[config.mk]
export PLATFORM = sky130hd
export DESIGN_NAME = sct_spacing
export DESIGN_NICKNAME = d
export VERILOG_FILES = /design/src/core/sct_pkg.sv /design/src/core/sct_gap_counter.sv /design/src/core/sct_spacing.sv
export SDC_FILE = /design/constraint.sdc
export NUM_CORES = 1
export LEC_CHECK = 0
export ABC_AREA = 0
export BUFFER_PORTS_ARGS = -buffer_cell sky130_fd_sc_hd__buf_2
export CAP_MARGIN = 25
export CORE_AREA = 2 2 82 84
export DETAILED_ROUTE_END_ITERATION = 8
export DIE_AREA = 0 0 84 86
export HOLD_SLACK_MARGIN = 0.1
export PLACE_DENSITY = 0.74
export SYNTH_ARGS = -nofsm -noshare
export SYNTH_HDL_FRONTEND = slang
export SYNTH_HIERARCHICAL = 1
export SYNTH_SLANG_ARGS = --single-unit
export TNS_END_PERCENT = 10
[constraint.sdc]
create_clock -name pclk -period 2.1 [get_ports pclk]
set_clock_uncertainty 0.2 [all_clocks]
set_input_delay 0.21 -clock pclk [delete_from_list [all_inputs] [get_ports pclk]]
set_output_delay 0.21 -clock pclk [all_outputs]
set_load 0.05 [all_outputs]
[src/core/sct_pkg.sv]
package sct_pkg;

    // ------------------------------------------------------------
    // Register map
    // ------------------------------------------------------------
    localparam logic [11:0] SCT_TIMING_OFF = 12'h000;
    localparam logic [11:0] SCT_STATUS_OFF = 12'h004;

    // ------------------------------------------------------------
    // Timing word fields
    // ------------------------------------------------------------
    localparam int SCT_RDLAT_LSB = 7;
    localparam int SCT_WRW_LSB   = 3;
    localparam int SCT_RFI_LSB   = 0;

    localparam logic [1:0] SCT_RDLAT_RESET = 2'h2;
    localparam logic [1:0] SCT_WRW_RESET   = 2'h0;
    localparam logic [1:0] SCT_RFI_RESET   = 2'h0;

    localparam logic [31:0] SCT_TIMING_RESET = 32'h0000_0100;

    // ------------------------------------------------------------
    // Status word fields
    // ------------------------------------------------------------
    localparam int SCT_ST_BANK_LSB = 0;
    localparam int SCT_ST_RFI_BIT  = 4;
    localparam int SCT_ST_RD_BIT   = 5;

    // ------------------------------------------------------------
    // Cycle counts
    // ------------------------------------------------------------
    localparam int SCT_CNT_W     = 4;
    localparam int SCT_NUM_BANKS = 4;
    localparam int SCT_RD_PIPE   = 4;

    localparam logic [SCT_CNT_W-1:0] SCT_RFI_CYC0 = 4'h2;
    localparam logic [SCT_CNT_W-1:0] SCT_RFI_CYC1 = 4'h3;
    localparam logic [SCT_CNT_W-1:0] SCT_RFI_CYC2 = 4'h5;
    localparam logic [SCT_CNT_W-1:0] SCT_RFI_CYC3 = 4'h8;

    // ------------------------------------------------------------
    // Commands toward the memory
    // ------------------------------------------------------------
    typedef enum logic [3:0] {
        SCT_CMD_NOP              = 4'h0,
        SCT_CMD_ROW_OPEN         = 4'h1,
        SCT_CMD_COLUMN_READ      = 4'h2,
        SCT_CMD_COLUMN_STORE     = 4'h3,
        SCT_CMD_COLUMN_STORE_AC  = 4'h4,
        SCT_CMD_BANK_CLOSE       = 4'h5,
        SCT_CMD_REFRESH          = 4'h6,
        SCT_CMD_MODE_SET         = 4'h7,
        SCT_CMD_SELF_EXIT        = 4'h8
    } sct_cmd_t;

    typedef struct packed {
        sct_cmd_t   cmd;
        logic [1:0] bank;
    } sct_req_t;

endpackage

[src/core/sct_gap_counter.sv]
`timescale 1ns/100ps

module sct_gap_counter
    import sct_pkg::*;
(
    input  wire logic                 pclk,
    input  wire logic                 presetn,
    input  wire logic                 load,
    input  wire logic [SCT_CNT_W-1:0] load_val,
    output wire logic                 idle
);

    logic [SCT_CNT_W-1:0] count_reg;
    logic [SCT_CNT_W-1:0] count_next;

    // ------------------------------------------------------------
    // Down counter, reload wins over decrement
    // ------------------------------------------------------------
    assign count_next = load ? load_val :
                        (count_reg != '0) ? count_reg - 1'b1 : count_reg;
    assign idle       = (count_reg == '0);

    always_ff @(posedge pclk or negedge presetn) begin
        if (!presetn) begin
            count_reg <= '0;
        end else begin
            count_reg <= count_next;
        end
    end

endmodule

[src/core/sct_spacing.sv]
// The placing of the registers and the APB slave port were decided locally.
`timescale 1ns/100ps


module sct_spacing
    import sct_pkg::*;
(
    input  wire logic        pclk,
    input  wire logic        presetn,
    input  wire logic        psel,
    input  wire logic        penable,
    input  wire logic        pwrite,
    input  wire logic [11:0] paddr,
    input  wire logic [31:0] pwdata,
    output logic      [31:0] prdata,
    output logic             pready,
    output logic             pslverr,
    input  wire logic        req_valid,
    input  wire sct_req_t    req,
    output logic             req_taken,
    output logic             mem_cmd_valid,
    output sct_req_t         mem_cmd,
    output logic             read_data_strobe,
    output logic [1:0]       area3_read_latency
);

    // ------------------------------------------------------------
    // Decode functions
    // ------------------------------------------------------------
    function automatic logic [SCT_CNT_W-1:0] wrw_cycles(input logic [1:0] code);
        wrw_cycles = {2'h0, code};
    endfunction

    function automatic logic [SCT_CNT_W-1:0] rfi_cycles(input logic [1:0] code);
        logic [SCT_CNT_W-1:0] val;
        val = SCT_RFI_CYC0;
        unique case (code)
            2'h0: val = SCT_RFI_CYC0;
            2'h1: val = SCT_RFI_CYC1;
            2'h2: val = SCT_RFI_CYC2;
            2'h3: val = SCT_RFI_CYC3;
        endcase
        rfi_cycles = val;
    endfunction

    function automatic logic hit_off(input logic [11:0] addr, input logic [11:0] off);
        hit_off = (addr == off);
    endfunction

    // ------------------------------------------------------------
    // Registers
    // ------------------------------------------------------------
    logic [1:0]             rdlat_reg;
    logic [1:0]             wrw_reg;
    logic [1:0]             rfi_reg;
    logic [31:0]            prdata_reg;
    logic                   pready_reg;
    logic                   pslverr_reg;
    logic                   taken_reg;
    logic                   cmd_valid_reg;
    sct_req_t               cmd_reg;
    logic [SCT_RD_PIPE-1:0] rd_pipe_reg;
    logic                   rd_strobe_reg;
    logic [1:0]             lat_out_reg;

    // ------------------------------------------------------------
    // APB decode
    // ------------------------------------------------------------
    wire        acc_phase  = psel & penable;
    wire        hit_timing = hit_off(paddr, SCT_TIMING_OFF);
    wire        hit_status = hit_off(paddr, SCT_STATUS_OFF);
    wire        mapped     = hit_timing | hit_status;
    wire        wr_commit  = acc_phase & pready_reg & pwrite & hit_timing;
    wire        pready_next  = acc_phase & ~pready_reg;
    wire        pslverr_next = pready_next & ~mapped;

    wire [31:0] timing_word;
    wire [31:0] status_word;
    wire [31:0] rd_mux;

    // Only the three fields exist; reserved bits stay zero
    assign timing_word = {23'h0, rdlat_reg, 1'b0, 1'b0, wrw_reg, 1'b0, rfi_reg};
    assign rd_mux      = hit_timing ? timing_word :
                         hit_status ? status_word : 32'h0000_0000;

    // ------------------------------------------------------------
    // Shared settings
    // ------------------------------------------------------------
    always_ff @(posedge pclk or negedge presetn) begin
        if (!presetn) begin
            rdlat_reg <= SCT_RDLAT_RESET;
            wrw_reg   <= SCT_WRW_RESET;
            rfi_reg   <= SCT_RFI_RESET;
        end else if (wr_commit) begin
            // One copy serves both areas
            rdlat_reg <= pwdata[SCT_RDLAT_LSB +: 2];
            wrw_reg   <= pwdata[SCT_WRW_LSB +: 2];
            rfi_reg   <= pwdata[SCT_RFI_LSB +: 2];
        end
    end

    always_ff @(posedge pclk or negedge presetn) begin
        if (!presetn) begin
            pready_reg  <= 1'b0;
            pslverr_reg <= 1'b0;
            prdata_reg  <= 32'h0000_0000;
        end else begin
            pready_reg  <= pready_next;
            pslverr_reg <= pslverr_next;
            prdata_reg  <= (pready_next & ~pwrite) ? rd_mux : 32'h0000_0000;
        end
    end

    // ------------------------------------------------------------
    // Command classification
    // ------------------------------------------------------------
    wire take_try     = req_valid & ~taken_reg;
    wire is_row_open  = (req.cmd == SCT_CMD_ROW_OPEN);
    wire is_close     = (req.cmd == SCT_CMD_BANK_CLOSE);
    wire is_refresh   = (req.cmd == SCT_CMD_REFRESH);
    wire is_mode_set  = (req.cmd == SCT_CMD_MODE_SET);
    wire is_self_exit = (req.cmd == SCT_CMD_SELF_EXIT);
    wire is_read      = (req.cmd == SCT_CMD_COLUMN_READ);
    wire is_store     = (req.cmd == SCT_CMD_COLUMN_STORE);
    wire is_store_ac  = (req.cmd == SCT_CMD_COLUMN_STORE_AC);

    // ------------------------------------------------------------
    // Per-bank write recovery counters
    // ------------------------------------------------------------
    logic [SCT_NUM_BANKS-1:0] bank_idle;
    logic [SCT_NUM_BANKS-1:0] bank_load;
    logic                     issue;

    genvar b;
    generate
        for (b = 0; b < SCT_NUM_BANKS; b++) begin : g_bank
            // Either store guards both the next open and the next close of its bank
            assign bank_load[b] = issue & (is_store | is_store_ac) &
                                  (req.bank == 2'(b));
            sct_gap_counter u_wrw (
                .pclk     (pclk),
                .presetn  (presetn),
                .load     (bank_load[b]),
                .load_val (wrw_cycles(wrw_reg)),
                .idle     (bank_idle[b])
            );
        end
    endgenerate

    // ------------------------------------------------------------
    // Refresh idle counter
    // ------------------------------------------------------------
    logic rfi_idle;
    wire  rfi_load = issue & (is_refresh | is_self_exit);

    sct_gap_counter u_rfi (
        .pclk     (pclk),
        .presetn  (presetn),
        .load     (rfi_load),
        .load_val (rfi_cycles(rfi_reg)),
        .idle     (rfi_idle)
    );

    // ------------------------------------------------------------
    // Issue gate: a command waits until every counter it depends on is idle
    // ------------------------------------------------------------
    wire bank_ok   = bank_idle[req.bank];
    wire wrw_block = (is_row_open | is_close) & ~bank_ok;
    wire rfi_block = (is_row_open | is_refresh | is_mode_set) & ~rfi_idle;
    wire cmd_ok    = (req.cmd != SCT_CMD_NOP);

    assign issue = take_try & cmd_ok & ~wrw_block & ~rfi_block;

    always_ff @(posedge pclk or negedge presetn) begin
        if (!presetn) begin
            taken_reg     <= 1'b0;
            cmd_valid_reg <= 1'b0;
            cmd_reg       <= '{cmd: SCT_CMD_NOP, bank: 2'h0};
        end else begin
            taken_reg     <= issue;
            cmd_valid_reg <= issue;
            cmd_reg       <= issue ? req : '{cmd: SCT_CMD_NOP, bank: 2'h0};
        end
    end

    // ------------------------------------------------------------
    // Read data strobe after programmed latency
    // ------------------------------------------------------------
    wire [SCT_RD_PIPE-1:0] rd_pipe_next = {rd_pipe_reg[SCT_RD_PIPE-2:0], issue & is_read};
    wire                   rd_strobe_next = rd_pipe_reg[rdlat_reg];

    always_ff @(posedge pclk or negedge presetn) begin
        if (!presetn) begin
            rd_pipe_reg   <= '0;
            rd_strobe_reg <= 1'b0;
            lat_out_reg   <= SCT_RDLAT_RESET;
        end else begin
            rd_pipe_reg   <= rd_pipe_next;
            rd_strobe_reg <= rd_strobe_next;
            lat_out_reg   <= rdlat_reg;
        end
    end

    // ------------------------------------------------------------
    // Status
    // ------------------------------------------------------------
    assign status_word = {26'h0, (|rd_pipe_reg), ~rfi_idle, ~bank_idle};

    // ------------------------------------------------------------
    // Outputs
    // ------------------------------------------------------------
    assign prdata             = prdata_reg;
    assign pready             = pready_reg;
    assign pslverr            = pslverr_reg;
    assign req_taken          = taken_reg;
    assign mem_cmd_valid      = cmd_valid_reg;
    assign mem_cmd            = cmd_reg;
    assign read_data_strobe   = rd_strobe_reg;
    assign area3_read_latency = lat_out_reg;

endmodule

==> out/results.txt <==
CP Capture Type: flop
clock-pin slew on the worst setup and hold paths: 0.10 ns
CP startpoint kind: input port
worst slack at placement: 0.0527 ns
post-synthesis mux area share: 10.6%
pwr/cell area: 984 mW/mm2
YS warnings: 6
Pins Over Slew Limit: 0
Synth Area in Simple Gates: 22.2%
insertion delay to the later sink of the worst-skew pair: 0.31 ns
Adder-Cell Fraction of Synth Area: 4.11%
compound-gate portion of the synthesized area: 5.34%
via/cell ratio: 4.72
area of the core: 0.00628 mm2
Fin Setup TNS: 0 ns
Fin Hold WS: 0.174 ns
post-synth cell types: 42
Post-synth EDFFs: 0
leakage power: 1.75 nW
Post-Place Cell Area: 0.00307 mm2
sw power: 1.24 mW
width of the chip: 84 um
Data required, critical path: 2.10 ns
Syn Area/Cell: 11.1 um2
H-tree levels: 2
Synth Instances: 248
Design Area, Final: 0.00359 mm2
Die H: 86 um
min cycle time layout: 2.04 ns
leading post-synthesis cells by cell area: dfrtp_1, buf_4, mux2i_1
Initial DRT Pass Iterations: 6
top-count cell post-synth: dfrtp_1
Synth Cell Area: 0.00274 mm2
initial antenna violation count: 1
final setup margin: 0.0633 ns
Crit Path Category: input port to flop
WL/cell: 13.0 um
Detailed Place HPWL: 3820 um
max reg flops: 16
Routed Wire Length: 5590 um
I/O Buffers: 50
Overall Global Routing Usage: 15.8%
final setup violating endpoints: 0
combinational fraction of design power: 41.9%
asr flop ratio synth: 100%
clock share of power: 19.8%
xor-xnor portion of the synthesized cell area: 1.60%
Crit Path Max Fanout: 10
Tcrit/Tclk final: 97.0%
switching share of total power: 35.0%
Post-synth top flop: dfrtp_1
Starting DRT DRC Count: 77
Initial Util: 43.7%
fin nets: 417
I/O pins: 101
Synth Register Bits: 50
maximum VDD drop: 0.517 mV
sequential share of the synthesized area: 45.7%
CTS tree: built
Worst EP arrival: 2.03 ns
Max Freq: 0.491 GHz
layout cells sized above 1: 33.1%
Area growth syn-to-layout: 31.0%
largest family of logic cells by synthesized area: simple AND/OR/NAND/NOR gates
status: completed
final hold violations: 0
Clk Tree Root Cell: clkbuf_8
DR DRC count: 0
CTS max path bufs: 2
first-pass GRT wire length: 9030 um
worst hold path type: input port to flop
post-synth top area share: 43.8%
Sequential Power Share: 38.3%
Fillers: 501
r2r setup slk: 0.08 ns
GP Congestion: 0.779
row count: 29
DIE AREA: 0.00722 mm2
GRT overflow: 0
number of global-route vias before repair: 1978
leading area contributor after synthesis: dfrtp_1
CTS Sinks: 50
Detail Route Antenna Nets: 0
total CTS buffers: 5
Vias: 2034
most instantiated cells after synthesis: dfrtp_1, buf_4, nor3_1
max-cap violations: 0
internal power: 2.30 mW
largest net degree at the start of global routing: 22
[cells in the final DEF, fill, tap and decap left out, types with 6 or more instances in the layout]
cell type,synthesis,routed
buf_2,2,49
buf_4,25,20
conb_1,1,32
dfrtp_1,48,48
dlygate4sd3_1,0,30
ha_1,9,6
inv_1,15,13
mux2_2,11,11
mux2i_1,13,13
nand2_1,14,13
nor2_1,12,12
nor2b_1,8,8
nor3_1,17,13
nor3b_1,7,7
[final timing paths]
kind	from	to	cells after the start
max	req[3]	g_bank[1].u_wrw/count_reg[3]$_DFFE_PN0P_	9
min	psel	prdata[1]$_DFF_PN0_	4
max reg2reg	g_bank[1].u_wrw/count_reg[0]$_DFFE_PN0P_	mem_cmd[4]$_DFF_PN0_	7
min reg2reg	rdlat_reg[1]$_DFFE_PN1P_	area3_read_latency[1]$_DFF_PN1_	0
max in group asynchronous	presetn	rdlat_reg[1]$_DFFE_PN1P_	3
min in group asynchronous	presetn	prdata[5]$_DFF_PN0_	2
[cell families after synthesis]
group / after synthesis
flops: 50
other cells: 1
buf+inv: 49
mux: 26
compound gates: 21
fa+ha+maj: 9
xor+xnor: 5
simple gates: 87
[metal layers]
layer,track usage [%],routed length [um],vias up
li1,-,-,1015
met1,18.1,2340,968
met2,28.7,2930,44
met3,3.46,212,7
met4,6.01,111,0
met5,0,0,-
[power groups by stage]
| stage | Clock (mW) | Combinational, mW | Sequential, mW |
|---|---|---|---|
| floorplan | 0 | 1.06 | 1.39 |
| global placement | 0 | 1.30 | 1.36 |
| detailed placement | 0 | 1.35 | 1.37 |
| CTS | 0.723 | 1.40 | 1.35 |
| global route | 0.758 | 1.64 | 1.38 |
| finish | 0.701 | 1.48 | 1.35 |
[repair_timing]
item | 4_1_cts | 5_1_grt
hold buffers | 30 | 0
buffers inserted | 0 | 7
setup endpoints to repair | 0 | 14
resized for setup | 0 | 14
endpoints found under the hold margin | 69 | 0
[through the flow]
stage	utilization (%)	total power, mW	cells
2_1_floorplan	-	2.46	279
3_3_place_gp	49.0	2.66	385
3_5_place_dp	49.0	2.72	385
4_1_cts	55.6	3.48	423
5_1_grt	57.2	3.78	431
6_report	57.2	3.53	431
[cell type report]
cell class / instances / area (um2) / share of cell area (%)
Antenna cell: 1 / 2.50 / 0.0697
Multi-Input combinational cell: 180 / 1370 / 38.0
Inverter: 16 / 60.1 / 1.67
Sequential cell: 50 / 1250 / 34.9
Timing Repair Buffer: 99 / 696 / 19.4
Clock inverter: 3 / 47.5 / 1.32
Tap cell: 77 / 96.3 / 2.68
Clock buffer: 5 / 68.8 / 1.92
[critical path, stage by stage]
cell           delay [ns]
dlygate4sd3_1        0.54
buf_4                0.17
nand2b_1             0.14
o22ai_1              0.15
nand2_2              0.13
nor3_2               0.14
buf_4                0.18
nor3_1               0.05
a221o_1              0.31
(Power assumes the default switching activity.)
